[config.mk]
export PLATFORM = sky130hd
export DESIGN_NAME = qrm_regs
export DESIGN_NICKNAME = d
export VERILOG_FILES = /design/src/common/qrm_pkg.sv /design/src/qrm_regs.sv
export SDC_FILE = /design/constraint.sdc
export NUM_CORES = 1
export LEC_CHECK = 0
export ABC_AREA = 1
export ABC_CLOCK_PERIOD_IN_PS = 2790
export BUFFER_PORTS_ARGS = -buffer_cell sky130_fd_sc_hd__buf_2
export CAP_MARGIN = 40
export CELL_PAD_IN_SITES_DETAIL_PLACEMENT = 1
export CELL_PAD_IN_SITES_GLOBAL_PLACEMENT = 1
export CORE_ASPECT_RATIO = 1.25
export CORE_MARGIN = 4
export CORE_UTILIZATION = 38
export DETAILED_ROUTE_END_ITERATION = 7
export PLACE_DENSITY_LB_ADDON = 0.25
export REMOVE_ABC_BUFFERS = 1
export SYNTH_ARGS = -nofsm -noshare
export SYNTH_HDL_FRONTEND = slang
export SYNTH_SLANG_ARGS = --single-unit
[constraint.sdc]
create_clock -name clk_sys -period 2.79 [get_ports clk_sys]
set_clock_uncertainty 0.15 [all_clocks]
set_input_delay 0 -clock clk_sys [delete_from_list [all_inputs] [get_ports clk_sys]]
set_output_delay 0 -clock clk_sys [all_outputs]
set_load 0.02 [all_outputs]
[src/common/qrm_pkg.sv]
// Behaviour
// - irq when stored events reach threshold
// - threshold resets zero; zero disables irq
// - status bit reads one when buffer empty
// - status bit reads one when buffer full
// - status shows four-bit daughter board code
// - 24-bit tally, low 16 and high 8
// - mode bit 14 selects count every trigger
// - tally clears on clear, resets, and data reset when mode bit 14 is off
// - next-event strobe jumps to next event
// - next-word strobe steps one word, eob jumps
// - mode bit 11 enables self advance on reads
// - window is N/32 us plus 7 us
// - mode register writes of one set implemented bits
// - memory test bit allows direct memory writes
// - offline bit stops conversions
// - clear-data bit raises data reset
// - overflow check drops overflowed values
// - zero suppress keeps values at or above threshold
// - acquisition test bit selects test fifo
// - slide enable and subtraction disable bits
// - threshold step chooses times 2 or 16
// - empty enable writes header and eob
// - clear register resets bits written one
package qrm_pkg;
  // register offsets on the backplane port
  localparam logic [15:0] OFS_IRQ_THR    = 16'h1020;
  localparam logic [15:0] OFS_STATUS     = 16'h1022;
  localparam logic [15:0] OFS_TALLY_LO   = 16'h1024;
  localparam logic [15:0] OFS_TALLY_HI   = 16'h1026;
  localparam logic [15:0] OFS_NEXT_EVT   = 16'h1028;
  localparam logic [15:0] OFS_NEXT_WORD  = 16'h102A;
  localparam logic [15:0] OFS_WINDOW     = 16'h102E;
  localparam logic [15:0] OFS_MODE_SET   = 16'h1032;
  localparam logic [15:0] OFS_MODE_CLR   = 16'h1034;
  localparam logic [15:0] OFS_TALLY_CLR  = 16'h1040;
  // field widths
  localparam int THR_W    = 5;
  localparam int TALLY_W  = 24;
  localparam int LO_W     = 16;
  localparam int WIN_W    = 10;
  localparam int CODE_W   = 4;
  // operating mode bit positions
  localparam int MB_TEST_MEM  = 0;
  localparam int MB_OFFLINE   = 1;
  localparam int MB_CLR_DATA  = 2;
  localparam int MB_OVR_DIS   = 3;
  localparam int MB_ZS_DIS    = 4;
  localparam int MB_SYNTHETIC_EVENT_SOURCE  = 6;
  localparam int MB_SLD_EN    = 7;
  localparam int MB_THRESHOLD_RESOLUTION_SELECT   = 8;
  localparam int MB_AUTO_INC  = 11;
  localparam int MB_EMPTY_EN  = 12;
  localparam int MB_SLD_SUB   = 13;
  localparam int MB_COUNT_EVERY_TRIGGER   = 14;
  // implemented bits and their reset value
  localparam logic [15:0] MODE_MASK  = 16'h79DF;
  localparam logic [15:0] MODE_RESET = 16'h4880;
  // status register fields
  localparam int ST_EMPTY = 1;
  localparam int ST_FULL  = 2;
  localparam int ST_CODE  = 4;
  // window timing, in 1/32 us ticks
  localparam int WIN_OFFSET_US   = 7;
  localparam int TICKS_PER_US    = 32;
  localparam int WIN_OFFSET_TICK = WIN_OFFSET_US * TICKS_PER_US;
  localparam int WIN_TICK_W      = 11;
  // suppression multipliers as shifts
  localparam int STEP_FINE_SH   = 1;
  localparam int STEP_COARSE_SH = 4;
  localparam int CONV_W = 12;
  localparam int CTHR_W = 8;
  // one backplane access
  typedef struct packed {
    logic        wr;
    logic        rd;
    logic [15:0] addr;
    logic [15:0] wdata;
  } qrm_bus_s;
  // decoded mode bits to the datapath
  typedef struct packed {
    logic test_mem;
    logic offline;
    logic synthetic_event_source;
    logic slide_dac_constant;
    logic slide_sub_disable;
    logic write_empty_event;
    logic pointer_self_advance;
    logic count_every_trigger;
  } qrm_mode_s;
endpackage

[src/qrm_regs.sv]
`timescale 1ns/1ns
`default_nettype none
module qrm_regs
  import qrm_pkg::*;
#(
  parameter logic [CODE_W-1:0] BOARD_CODE = 4'hA  // arbitrary value
) (
  input  wire logic                  clk_sys,
  input  wire logic                  resetn,
  input  wire qrm_bus_s              bus,
  output logic [15:0]                bus_rdata,
  input  wire logic                  sw_reset,
  input  wire logic                  ext_data_reset,
  input  wire logic                  trigger,
  input  wire logic                  trigger_accepted,
  input  wire logic [THR_W-1:0]      events_stored,
  input  wire logic                  buf_empty,
  input  wire logic                  buf_full,
  input  wire logic                  buf_word_read,
  input  wire logic                  end_of_block_word,
  input  wire logic [CONV_W-1:0]     conv_value,
  input  wire logic                  conv_overflow,
  input  wire logic [CTHR_W-1:0]     chan_threshold,
  output logic                       conv_store,
  output logic                       irq_request,
  output logic                       advance_event,
  output logic                       advance_word,
  output logic                       data_reset,
  output logic [WIN_TICK_W-1:0]      discard_window_time,
  output qrm_mode_s                  mode_out
);

  // register state
  logic [THR_W-1:0]   irq_event_threshold;  // reset zero
  logic [TALLY_W-1:0] event_tally;          // 24-bit tally
  logic [WIN_W-1:0]   window_n;             // window step count
  logic [15:0]        mode;                 // operating mode
  logic [15:0]        next_rdata;           // read mux

  // write decodes, one per write offset; the mode register has a set and a clear decode
  logic wr_thr;
  logic wr_evt;
  logic wr_word;
  logic wr_win;
  logic wr_set;
  logic wr_clr;
  logic wr_tclr;
  assign wr_thr  = bus.wr && (bus.addr == OFS_IRQ_THR);
  assign wr_evt  = bus.wr && (bus.addr == OFS_NEXT_EVT);
  assign wr_word = bus.wr && (bus.addr == OFS_NEXT_WORD);
  assign wr_win  = bus.wr && (bus.addr == OFS_WINDOW);
  assign wr_set  = bus.wr && (bus.addr == OFS_MODE_SET);
  assign wr_clr  = bus.wr && (bus.addr == OFS_MODE_CLR);
  assign wr_tclr = bus.wr && (bus.addr == OFS_TALLY_CLR);

  // threshold register
  always_ff @(posedge clk_sys) begin
    if (!resetn || sw_reset) begin
      irq_event_threshold <= '0;
    end else if (wr_thr) begin
      irq_event_threshold <= bus.wdata[THR_W-1:0];
    end
  end

  // zero threshold keeps the request quiet
  assign irq_request = (irq_event_threshold != '0) &&
                       (events_stored >= irq_event_threshold);

  // window register, lower ten bits kept
  always_ff @(posedge clk_sys) begin
    if (!resetn || sw_reset) begin
      window_n <= '0;
    end else if (wr_win) begin
      window_n <= bus.wdata[WIN_W-1:0];
    end
  end

  // window in 1/32 us ticks: N plus the fixed 7 us
  always_ff @(posedge clk_sys) begin
    if (!resetn) begin
      discard_window_time <= WIN_TICK_W'(WIN_OFFSET_TICK);
    end else begin
      discard_window_time <= WIN_TICK_W'(window_n) +
                             WIN_TICK_W'(WIN_OFFSET_TICK);
    end
  end

  // operating mode: set port ors, clear port masks off
  always_ff @(posedge clk_sys) begin
    if (!resetn || sw_reset) begin
      mode <= MODE_RESET;
    end else if (wr_set) begin
      mode <= mode | (bus.wdata & MODE_MASK);
    end else if (wr_clr) begin
      mode <= mode & ~bus.wdata;
    end
  end

  // mode bits out to the datapath
  always_comb begin
    mode_out.test_mem             = mode[MB_TEST_MEM];
    mode_out.offline              = mode[MB_OFFLINE];
    mode_out.synthetic_event_source             = mode[MB_SYNTHETIC_EVENT_SOURCE];
    mode_out.slide_dac_constant   = !mode[MB_SLD_EN];
    mode_out.slide_sub_disable    = mode[MB_SLD_SUB];
    mode_out.write_empty_event    = mode[MB_EMPTY_EN];
    mode_out.pointer_self_advance = mode[MB_AUTO_INC];
    mode_out.count_every_trigger  = mode[MB_COUNT_EVERY_TRIGGER];
  end

  // data reset stands while clear-data is set, or from outside
  assign data_reset = mode[MB_CLR_DATA] || ext_data_reset;

  // tally clear: dedicated write, resets, or data reset when relative
  logic tally_clear;
  assign tally_clear = wr_tclr || sw_reset ||
                       (data_reset && !mode[MB_COUNT_EVERY_TRIGGER]);

  // tally counter; clear beats a same-cycle trigger
  always_ff @(posedge clk_sys) begin
    if (!resetn) begin
      event_tally <= '0;
    end else if (tally_clear) begin
      event_tally <= '0;
    end else if (trigger && (mode[MB_COUNT_EVERY_TRIGGER] || trigger_accepted)) begin
      event_tally <= event_tally + TALLY_W'(1);
    end
  end

  // readout pointer steps; eob turns a word step into an event step
  logic step_word;
  assign step_word = wr_word ||
                     (mode[MB_AUTO_INC] && buf_word_read);
  assign advance_event = wr_evt || (step_word && end_of_block_word);
  assign advance_word  = step_word && !end_of_block_word;

  // store filter for one converted value
  logic [CONV_W+STEP_COARSE_SH-1:0] thr_scaled;
  logic below_thr;
  always_comb begin
    if (mode[MB_THRESHOLD_RESOLUTION_SELECT]) begin
      thr_scaled = (CONV_W+STEP_COARSE_SH)'(chan_threshold) << STEP_COARSE_SH;
    end else begin
      thr_scaled = (CONV_W+STEP_COARSE_SH)'(chan_threshold) << STEP_FINE_SH;
    end
  end
  assign below_thr = (CONV_W+STEP_COARSE_SH)'(conv_value) < thr_scaled;
  // overflow drop and zero suppression each have their own disable
  assign conv_store = (mode[MB_OVR_DIS] || !conv_overflow) &&
                      (mode[MB_ZS_DIS] || !below_thr);

  // read mux; unmapped and write-only offsets read zero
  always_comb begin
    next_rdata = '0;
    unique case (bus.addr)
      OFS_IRQ_THR: begin
        next_rdata[THR_W-1:0] = irq_event_threshold;
      end
      OFS_STATUS: begin
        next_rdata[ST_EMPTY] = buf_empty;
        next_rdata[ST_FULL]  = buf_full;
        next_rdata[ST_CODE +: CODE_W] = BOARD_CODE;
      end
      OFS_TALLY_LO: begin
        next_rdata = event_tally[LO_W-1:0];
      end
      OFS_TALLY_HI: begin
        next_rdata[TALLY_W-LO_W-1:0] = event_tally[TALLY_W-1:LO_W];
      end
      OFS_WINDOW: begin
        next_rdata[WIN_W-1:0] = window_n;
      end
      OFS_MODE_SET: begin
        next_rdata = mode;
      end
      default: begin
        next_rdata = '0;
      end
    endcase
  end

  // read data registered; valid the cycle after rd
  always_ff @(posedge clk_sys) begin
    if (!resetn) begin
      bus_rdata <= '0;
    end else if (bus.rd) begin
      bus_rdata <= next_rdata;
    end
  end
endmodule
`default_nettype wire

======== Word-level counts from Yosys, hierarchy flattened ========
Cells that the tools add are included.
word-level totals
  flip-flop bits (word level) ............. 82
  word-level logic and storage cells ...... 66
  output and inout port bits .............. 40
  input bits .............................. 70
operators by class
  bitwise gates (word level) .............. 4
  eq/ne operators ......................... 10
  order comparisons ....................... 2
  reductions and logical operators ........ 32
  muxes and demuxes ....................... 10
  $add $sub $neg .......................... 2
operators with widths
  cell                                                   count
  equality test 16 x 13 -> 1 bit, second input constant  10
  two-way mux 16 bit                                     2
  adder 24 x 1 -> 24 bit, second input constant          1
  AND 16 bit                                             1
  less-than comparator 12 x 16 -> 1 bit                  1
  inverter 16 bit                                        1
  OR 16 x 15 -> 16 bit                                   1
  one-hot mux 1 bit (5 select lines)                     3
  one-hot mux 3 bit (5 select lines)                     1
  logical AND 1 bit                                      14
  two-way mux 12 bit                                     1
  one-hot mux 2 bit (6 select lines)                     1
  one-hot mux 6 bit (2 select lines)                     1
  adder 10 x 8 -> 11 bit, second input constant          1
  logical OR 1 bit                                       9
  logical NOT 1 bit                                      6
  one-hot mux 2 bit (3 select lines)                     1
  >= comparator 5 bit                                    1
  nonzero test 5 bit                                     1
  nonzero test 2 bit                                     1
  OR reduction 2 bit                                     1
  inverter 1 bit                                         1

======== Logic depth before layout (Yosys ltp) ========
Gate-level depths: netlist of the first run.
  word-level depth ........................ 5
  mapped depth ............................ 11
  depth with buffers taken out ............ 10

======== Worst setup path before layout of the first run ========
Ideal clock, no wire load.
  path type ............................... register to output
  start point ............................. register (tool-made name)
  end point ............................... output conv_store
  data required time ...................... 2.640 ns
  arrival time ............................ 1.758 ns
  cell stages (with the launch flop) ...... 11
  path buffers ............................ 1
  slack ................................... 0.882 ns
  path through ............................ dfxtp_1 -> buf_2 -> inv_1 -> nand2_1 -> ha_1 -> nand2_1 -> o21ai_0 -> nand2_1 -> nand3_1 -> nand2_1 -> a21boi_0
RTL lines
  item           line            source
  end, declared  qrm_regs.sv:24  output logic conv_store,

==> impl_metrics.json, run 1 <==
{
  "clkTransAtPathRegs_ns": 0.07,
  "power_frac_seq_pct": 45.4,
  "comb_power_share_pct": 10.9,
  "place_ws_ns": 0.627,
  "run_status": "complete, no violations",
  "required_ns": 2.64,
  "hold_path.class": "input port to flop",
  "period_share_pct": 92.5,
  "port_buffers": 108,
  "clockBufferDepth": 2,
  "grt_max_degree": 28,
  "die_area_um2": 14100,
  "worst_pin_slew_ns": 0.664,
  "post_cts_buffers": 0,
  "first_pass_iters": 4,
  "hold_viol_final": 0,
  "ant_nets": 0,
  "synth_cell_type_count": 40,
  "period_needed_ns": 2.58,
  "std_cell_rows": 44,
  "endpoint": "conv_store",
  "grt_pass1_vias": 5382,
  "post-route-drc-count": 0,
  "clkPwrFrac_pct": 43.6,
  "dp_hpwl_um": 11900,
  "ff_latch_area_um2": 1640,
  "worstRegToRegCells": 7,
  "switching_power_w": 0.000686,
  "io_pins": 110,
  "multi_input_area_um2": 2480,
  "yosysSeqAreaShare_pct": 35.3,
  "die_x_um": 107,
  "cts_tree": "done",
  "setup_violations": 0,
  "setup_slack_ns": 0.209,
  "avgRoutedWirePerCell_um": 16.7,
  "hold_path_startpoint": "bus[17]",
  "clock_sinks": 82,
  "drive_gt1_share_pct": 19.8,
  "routabilityCongestion": 0.852,
  "initial_core_util_pct": 39.5,
  "diodes": 0,
  "async_flop_share_pct": 0,
  "grt_first_pass_wirelength_um": 26800,
  "critPathMaxFanout": 10,
  "grt_usage_pct": 23.5,
  "vias_per_cell": 5.19,
  "irDropWorstVdd_mv": 0.230,
  "yosys_register_bits": 82,
  "fillers": 1595,
  "syn_area_um2": 4650,
  "netlist_instances": 686,
  "antenna_found_initial": 0,
  "r2r-start": "event_tally[1]$_SDFFE_PP0P_",
  "fp.coreArea_um2": 11800,
  "grt_setup_unrepaired": "no",
  "cts-buffers-inserted": 9,
  "syn2layout_area_growth_pct": 27.4,
  "nets": 908,
  "htreeDepth": 3,
  "switching_share_pct": 26.3,
  "synth_edf_count": 0,
  "slew_viol_final": 0,
  "worstPathArrival_ns": 2.43,
  "power_density_nw_per_um2": 441,
  "overflow": 0,
  "num_vias": 5118,
  "reg2reg_to": "event_tally[14]$_SDFFE_PP0P_",
  "regToRegSetupSlack_ns": 0.77,
  "slew-limit-headroom_pct": 55.6,
  "initialDrtViolationCount": 246,
  "fmax_mhz": 387,
  "crit_type": "flop to output pin",
  "power.leakage_nw": 2.78,
  "die_height_um": 132,
  "worstSetupStartpointType": "flop",
  "maxCapViolations": 0,
  "power.internal_w": 0.00193,
  "wirelength_um": 16500,
  "ys_warn_count": 0,
  "clk_latency_ns": 0.34,
  "cts-root-buf": "clkbuf_16",
  "cp-end-kind": "output pin",
  "synthFlopType": "dfxtp_1",
  "avgSynthCellArea_um2": 6.78,
  "setup_tns_ns": 0
}
## cell families after synthesis
logic type | Yosys count | synth area share, %
AOI/OAI and AO/OA | 126 | 14.5
adders and majority gates | 17 | 4.57
and+or+nand+nor | 331 | 33.8
xor gates and xnor gates | 1 | 0.188
buffers and inverters | 128 | 11.4
muxes | 1 | 0.215
DFF | 82 | 35.3
## power groups by stage
stage / Sequential (W) / Combinational (W) / Clock [W]
floorplan: 0.00122 / 0.000109 / 0
global placement: 0.00121 / 0.000239 / 0
detailed placement: 0.00121 / 0.000252 / 0
CTS: 0.00119 / 0.000283 / 0.00115
global route: 0.00119 / 0.000314 / 0.00121
finish: 0.00119 / 0.000286 / 0.00114
## metrics by stage
stage                     total power (W)  hold WS, ns  cells  util (%)  cell area, um^2
after floorplan                   0.00133      -0.0812    661         -             4510
after global placement            0.00145       0.0689    936      44.9             5300
after detailed placement          0.00147       0.0815    936      44.9             5300
after CTS                         0.00262      0.00237    986      50.3             5920
after global routing              0.00271       0.0426    986      50.3             5920
final                             0.00261       0.0147    986      50.3             5920
## Yosys cell counts, types with 9 or more instances
library cell	n	area [um^2]
a21oi_1	53	265
buf_4	9	67.6
dfxtp_1	82	1640
ha_1	17	213
inv_1	98	368
nand2_1	132	495
nand3_1	73	365
nand4_1	15	93.8
nor2_1	68	255
nor3_1	11	55.1
o21ai_0	52	260
## critical path: stages (launching register included)
cell and delay [ns]:
dfxtp_1 0.55, inv_1 0.23, nand2_1 0.12, o21ai_0 0.09
ha_1 0.28, nand2_1 0.05, nor2_1 0.10, nand2_1 0.08
nand3_1 0.08, nand2_1 0.05, a21boi_0 0.22, buf_2 0.21
## per-layer routing
metal	vias up	wire length, um	part of all wire [%]	track usage (%)
met2	119	8750	53	43.7
met1	2474	6810	41	27.7
li1	2498	-	-	-
met4	0	318	1.9	7.53
met5	-	0	0	0
met3	27	620	3.8	2.70
## how the worst min path moves through the flow
stage / end / slack (ns) / depth (start not counted)
after detailed placement: flop / 0.08 / 3
final: bus_rdata[6]$_SDFFE_PN0P_ / 0.01 / 5
after global placement: flop / 0.07 / 3
after CTS: bus_rdata[6]$_SDFFE_PN0P_ / 0.002 / 5
after global routing: bus_rdata[6]$_SDFFE_PN0P_ / 0.04 / 5
after floorplan: discard_window_time[6]$_SDFF_PN1_ / -0.08 / 1
## what timing repair did
action,CTS,global route
gates resized for setup,0,0
hold buffers,35,0
endpoints found under the hold margin,47,0
endpoints found under the setup margin,0,0
## layout make-up
cell class | count | share of cell area, %
Clock inverter | 5 | 0.676
Tap cell | 161 | 3.40
Clock buffer | 10 | 4.03
Timing Repair Buffer | 149 | 15.8
Multi-Input combinational cell | 476 | 41.9
Sequential cell | 82 | 27.7
Inverter | 103 | 6.53
## cells in the final DEF, fill, tap and decap left out, drive strengths merged, types with 17 or more instances in the layout
| cell | synthesis | routed |
|---|---|---|
| nand2 | 135 | 135 |
| buf | 17 | 114 |
| inv | 102 | 103 |
| nor2 | 83 | 83 |
| dfxtp | 82 | 82 |
| nand3 | 77 | 77 |
| o21ai | 59 | 59 |
| a21oi | 54 | 54 |
| dlygate4sd3 | 0 | 35 |
| ha | 17 | 17 |
(Power assumes the default switching activity.)
==> run 2, diff against run 1 <==
Settings changed: GPL_TIMING_DRIVEN from default to 0.
==> run 2 against run 1 <==
Net effect:
- wire length grew 2.6%
- die area is the same
- non-clock buffer count grew 5
- combinational power shrank 2%
- utilization grew 0.99 points
- clock power grew 6%
- sequential power is essentially flat
- largest power group is now the clock network
- highest routed layer unchanged
- critical path type is now input port to flop
- sequential share of layout area shrank 0.53 points
- worst setup slack lost 0.043 ns
==> impl_metrics.json, run 2 (synthesized netlist as in run 1, its figures left out) <==
{
  "grt_pass1_vias": 5552,
  "io_pins": 110,
  "grt_setup_unrepaired": "no",
  "cp_cell_sequence": "dlygate4sd3_1 -> buf_2 -> nor2_2 -> nand2_4 -> nor3_4 -> buf_12 -> nand3_1 -> dlygate4sd3_1 -> a21oi_1 -> dlygate4sd3_1",
  "switching_share_pct": 24.8,
  "power.internal_w": 0.00201,
  "htreeDepth": 3,
  "cp-end-kind": "flop",
  "worstSetupStartpointType": "input port",
  "hold_viol_final": 0,
  "die_height_um": 132,
  "num_vias": 5200,
  "required_ns": 2.91,
  "wirelength_um": 16900,
  "dp_hpwl_um": 12100,
  "ff_latch_area_um2": 1640,
  "fillers": 1580,
  "worstPathArrival_ns": 2.74,
  "grt_usage_pct": 24.0,
  "worstRegToRegCells": 7,
  "hold_path_startpoint": "buf_empty",
  "antenna_found_initial": 0,
  "cts_tree": "done",
  "r2r-start": "event_tally[1]$_SDFFE_PP0P_",
  "setup_slack_ns": 0.166,
  "crit_top_cell": "dlygate4sd3_1",
  "fmax_mhz": 381,
  "nets": 914,
  "post-route-drc-count": 0,
  "die_area_um2": 14100,
  "cts-root-buf": "clkbuf_16",
  "clockBufferDepth": 2,
  "fp.coreArea_um2": 11800,
  "first_pass_iters": 4,
  "final_common_cell": "nand2_1",
  "cpPeakStageDelay_ns": 0.59,
  "vias_per_cell": 5.24,
  "ant_nets": 0,
  "diodes": 0,
  "worst_pin_slew_ns": 0.911,
  "power_density_nw_per_um2": 443,
  "setup_violations": 0,
  "critPathMaxFanout": 8,
  "clk_latency_ns": 0.34,
  "slew_viol_final": 0,
  "slew-limit-headroom_pct": 39.1,
  "initialDrtViolationCount": 192,
  "final_cell_mix": "nand2_1, buf_2, inv_1, dfxtp_1, nand3_1",
  "power_frac_seq_pct": 44.3,
  "grt_max_degree": 35,
  "regToRegSetupSlack_ns": 0.75,
  "crit_type": "input port to flop",
  "std_cell_rows": 44,
  "initial_core_util_pct": 39.5,
  "clkPwrFrac_pct": 45.2,
  "syn2layout_area_growth_pct": 29.9,
  "comb_power_share_pct": 10.5,
  "cts-buffers-inserted": 9,
  "switching_power_w": 0.000664,
  "reg2reg_to": "event_tally[14]$_SDFFE_PP0P_",
  "grt_first_pass_wirelength_um": 27400,
  "place_ws_ns": 0.222,
  "port_buffers": 108,
  "power.leakage_nw": 2.84,
  "hold_path.class": "input port to flop",
  "die_x_um": 107,
  "multi_input_area_um2": 2500,
  "clock_sinks": 82,
  "period_share_pct": 94.0,
  "run_status": "complete, no violations",
  "maxCapViolations": 0,
  "hold_depth": 5,
  "period_needed_ns": 2.62,
  "drive_gt1_share_pct": 19.6,
  "avgRoutedWirePerCell_um": 17.0,
  "clkTransAtPathRegs_ns": 0.07,
  "overflow": 0,
  "irDropWorstVdd_mv": 0.369,
  "hold_path_end": "bus_rdata[1]$_SDFFE_PN0P_",
  "setup_tns_ns": 0,
  "slowest_stage": "dlygate4sd3_1",
  "routabilityCongestion": 0.924
}
## run 2: per-layer routing
| metal | global-route usage (%) | wire length, um | share of wire [%] |
|---|---|---|---|
| met1 | 27.6 | 6750 | 40 |
| met2 | 44.5 | 9160 | 54 |
| met3 | 4.37 | 663 | 3.9 |
| met4 | 7.11 | 357 | 2.1 |
| met5 | 0 | 0 | 0 |
## run 2: timing repair
| item | 4_1_cts | 5_1_grt |
|---|---|---|
| hold buffers | 43 | 0 |
| gates resized for setup | 0 | 2 |
| setup buffers | 0 | 2 |
| endpoints found under the setup margin | 0 | 21 |
| endpoints found under the hold margin | 41 | 0 |
## run 2: cell type report
class,count,share of cell area [%]
multi-input combinational,477,41.3
sequential,82,27.2
timing repair buffer,154,16.7
inverter,103,6.40
clock buffer,10,3.96
tap,161,3.33
clock inverter,6,1.10
## run 2: how the worst max path moves through the flow
stage               cells past startpoint  slack [ns]  startpoint                      endpoint
finish                                 10        0.17     bus[19]                          flop
global route                           10        0.09     bus[19]                          flop
CTS                                     9       0.003     bus[19]                          flop
detailed placement                      9        0.22      resetn  event_tally[13]$_SDFFE_PP0P_
global placement                        9        0.32      resetn  event_tally[12]$_SDFFE_PP0P_
floorplan                              10        0.85        flop                    conv_store
## run 2: power groups by stage
stage	sequential (W)	clock, W	combinational, W
after floorplan	0.00122	0	0.000109
after global placement	0.00121	0	0.000235
after detailed placement	0.00121	0	0.000248
after CTS	0.00119	0.00123	0.000276
after global routing	0.00119	0.00129	0.000309
final	0.00119	0.00121	0.000281
## run 2: stage by stage
stage	utilization, %	instance area, um^2	total power (W)	instances	hold WS, ns
floorplan	-	4510	0.00133	661	-0.0812
finish	51.3	6040	0.00268	993	0.00950
global route	51.3	6040	0.00278	993	0.0207
CTS	50.8	5990	0.00269	989	0.00288
global placement	44.6	5250	0.00145	930	0.0697
detailed placement	44.6	5250	0.00146	930	0.0852
## run 2: worst max-delay path, delay by kind of cell
family,cells,cell delay [ns]
simple gates,4,0.59
buf+inv,5,2.02
compound gates,1,0.14
==> run 3, diff against run 2 <==
Settings changed: ABC_AREA 1 to 0, CTS_CLUSTER_SIZE from default to 20, GPL_ROUTABILITY_DRIVEN from default to 0.
==> run 3 against run 2 <==
Net effect:
- power decreased by 1.2%
- register-to-register slack about the same
- flip-flop and latch count unchanged
- worst setup slack improved by 0.044 ns
- maximum frequency increased by 1.7%
- highest routed layer unchanged
- global-route usage decreased by 2.8 points
- final cell count decreased by 26%
- synthesized cell count decreased by 31%
- critical path type is now flop to output pin
==> impl_metrics.json, run 3 <==
{
  "netlist_instances": 471,
  "syn2layout_area_growth_pct": 29.5,
  "cts_hold_buf": 26,
  "cts_resized": 0,
  "first_pass_iters": 4,
  "grt_pass1_vias": 4285,
  "die_height_um": 124,
  "crit_type": "flop to output pin",
  "post-route-drc-count": 0,
  "htreeDepth": 3,
  "worst_pin_slew_ns": 0.762,
  "num_vias": 4088,
  "clockBufferDepth": 2,
  "required_ns": 2.64,
  "setup_violations": 0,
  "ys_warn_count": 0,
  "clkTransAtPathRegs_ns": 0.06,
  "cp-end-kind": "output pin",
  "post_cts_buffers": 0,
  "overflow": 0,
  "final_cell_count_no_fill": 731,
  "hold_path.class": "input port to flop",
  "power_density_nw_per_um2": 495,
  "fmax_mhz": 388,
  "syn_area_um2": 4120,
  "cts-buffers-inserted": 9,
  "grt_setup_unrepaired": "no",
  "synth_cell_type_count": 55,
  "grt_first_pass_wirelength_um": 21400,
  "clk_latency_ns": 0.34,
  "initial_core_util_pct": 38.8,
  "fp.coreArea_um2": 10600,
  "slew_viol_final": 0,
  "yosysTopAreaCell": "dfxtp_1",
  "die_x_um": 101,
  "avgRoutedWirePerCell_um": 18.0,
  "fillers": 1305,
  "period_needed_ns": 2.58,
  "critPathMaxFanout": 13,
  "final_area_um2": 5340,
  "clkPwrFrac_pct": 45.7,
  "worstPathArrival_ns": 2.43,
  "vias_per_cell": 5.59,
  "yosysSeqAreaShare_pct": 39.8,
  "switching_share_pct": 23.2,
  "die_area_um2": 12600,
  "maxCapViolations": 0,
  "antenna_found_initial": 0,
  "synthFlopType": "dfxtp_1",
  "nets": 681,
  "port_buffers": 108,
  "dpl_cell_area_um2": 4770,
  "dp_hpwl_um": 9840,
  "io_pins": 110,
  "avgSynthCellArea_um2": 8.75,
  "clock_sinks": 82,
  "diodes": 0,
  "std_cell_rows": 42,
  "final_util_pct": 50.3,
  "power_frac_seq_pct": 45.0,
  "comb_power_share_pct": 9.3,
  "fin_total_pwr_w": 0.00264,
  "final_cell_mix": "buf_2, dfxtp_1, nor2_1, a21oi_1, nand2_1",
  "run_status": "complete, no violations",
  "synth_edf_count": 0,
  "period_share_pct": 92.5,
  "wirelength_um": 13200,
  "hold_viol_final": 0,
  "worstSetupStartpointType": "flop",
  "initialDrtViolationCount": 171,
  "synth.area.top_cells": "dfxtp_1, ha_1, a21oi_1",
  "cts-root-buf": "clkbuf_16",
  "grt_max_degree": 29,
  "drive_gt1_share_pct": 24.5,
  "yosys_register_bits": 82,
  "yosysMostFrequentCell": "dfxtp_1",
  "slew-limit-headroom_pct": 48.7,
  "async_flop_share_pct": 0,
  "yosysTopAreaCellShare_pct": 39.8,
  "setup_tns_ns": 0,
  "switching_power_w": 0.000613,
  "final_common_cell": "buf_2",
  "irDropWorstVdd_mv": 0.317,
  "place_inst": 689,
  "power.internal_w": 0.00203,
  "cts_tree": "done",
  "synth_common_cells": "dfxtp_1, nor2_1, a21oi_1, nand2_1",
  "ant_nets": 0,
  "power.leakage_nw": 2.08,
  "grt_usage_pct": 21.2
}
run 3: cell types whose count changed in the layout (fill, tap and decap cells not counted), moves of 12 or more:
cell	change
nand3_1	-52
inv_1	-80
nor2_1	-28
o21ai_0	-32
dlygate4sd3_1	-17
nand2_1	-95
xnor2_1	+18
a221oi_1	+15
a21oi_1	-16
and2_1	+12
run 3: path summary, 6_finish.rpt:
check / depth (start not counted) / slack [ns] / end / from
hold / removal: 4 / 0.01 / event_tally[0]$_SDFFE_PP0P_ / trigger
hold reg to reg: 1 / 0.31 / discard_window_time[5]$_SDFF_PN1_ / window_n[5]$_SDFFE_PP0P_
setup reg to reg: 5 / 0.76 / event_tally[18]$_SDFFE_PP0P_ / flop
setup / recovery: 8 / 0.21 / conv_store / flop
run 3: cell type report:
cell class / count / area (um^2) / share of cell area [%]
multi-input cells: 340 / 2270 / 42.5
well taps: 132 / 165 / 3.09
clock inverters: 4 / 50.0 / 0.938
repair buffers: 143 / 888 / 16.6
clock buffers: 12 / 256 / 4.81
inverters: 18 / 67.6 / 1.27
flip-flops and latches: 82 / 1640 / 30.8
run 3: cell families after synthesis:
logic type / after synthesis / share of synthesized area [%]
compound gates: 118 / 19.1
xor+xnor: 23 / 4.89
fa+ha+maj: 17 / 5.16
buf+inv: 49 / 5.68
flops: 82 / 39.8
mux: 11 / 2.67
simple gates: 171 / 22.7
run 3: critical path: stages, from the launching register on:
cell and delay [ns]:
dfxtp_1 0.67, nand2_1 0.12, ha_1 0.33, a21o_1 0.19
a211o_1 0.32, a31oi_1 0.15, a21oi_1 0.06, o31a_1 0.10
buf_2 0.16
run 3: metrics by stage:
step / setup slack [ns] / hold WS (ns)
2_1_floorplan: 0.484 / -0.0881
3_3_place_gp: -0.625 / 0.0207
3_5_place_dp: 0.231 / 0.0286
4_1_cts: 0.207 / 0.00416
5_1_grt: 0.0587 / 0.00353
6_report: 0.210 / 0.0133
run 3: power by group through the flow:
stage	registers (W)	logic, W	clock network, W
floorplan	0.00123	0.0000833	0
global placement	0.00121	0.000207	0
detailed placement	0.00121	0.000221	0
CTS	0.00119	0.000247	0.00123
global route	0.00119	0.000271	0.00129
finish	0.00119	0.000246	0.00121
run 3: layer usage:
layer,vias up,wire (um),part of all wire [%],track usage [%]
li1,1954,-,-,-
met1,2023,5090,39,23.6
met2,96,7250,55,39.9
met3,15,655,5.0,3.75
met4,0,185,1.4,5.95
met5,-,0,0,0
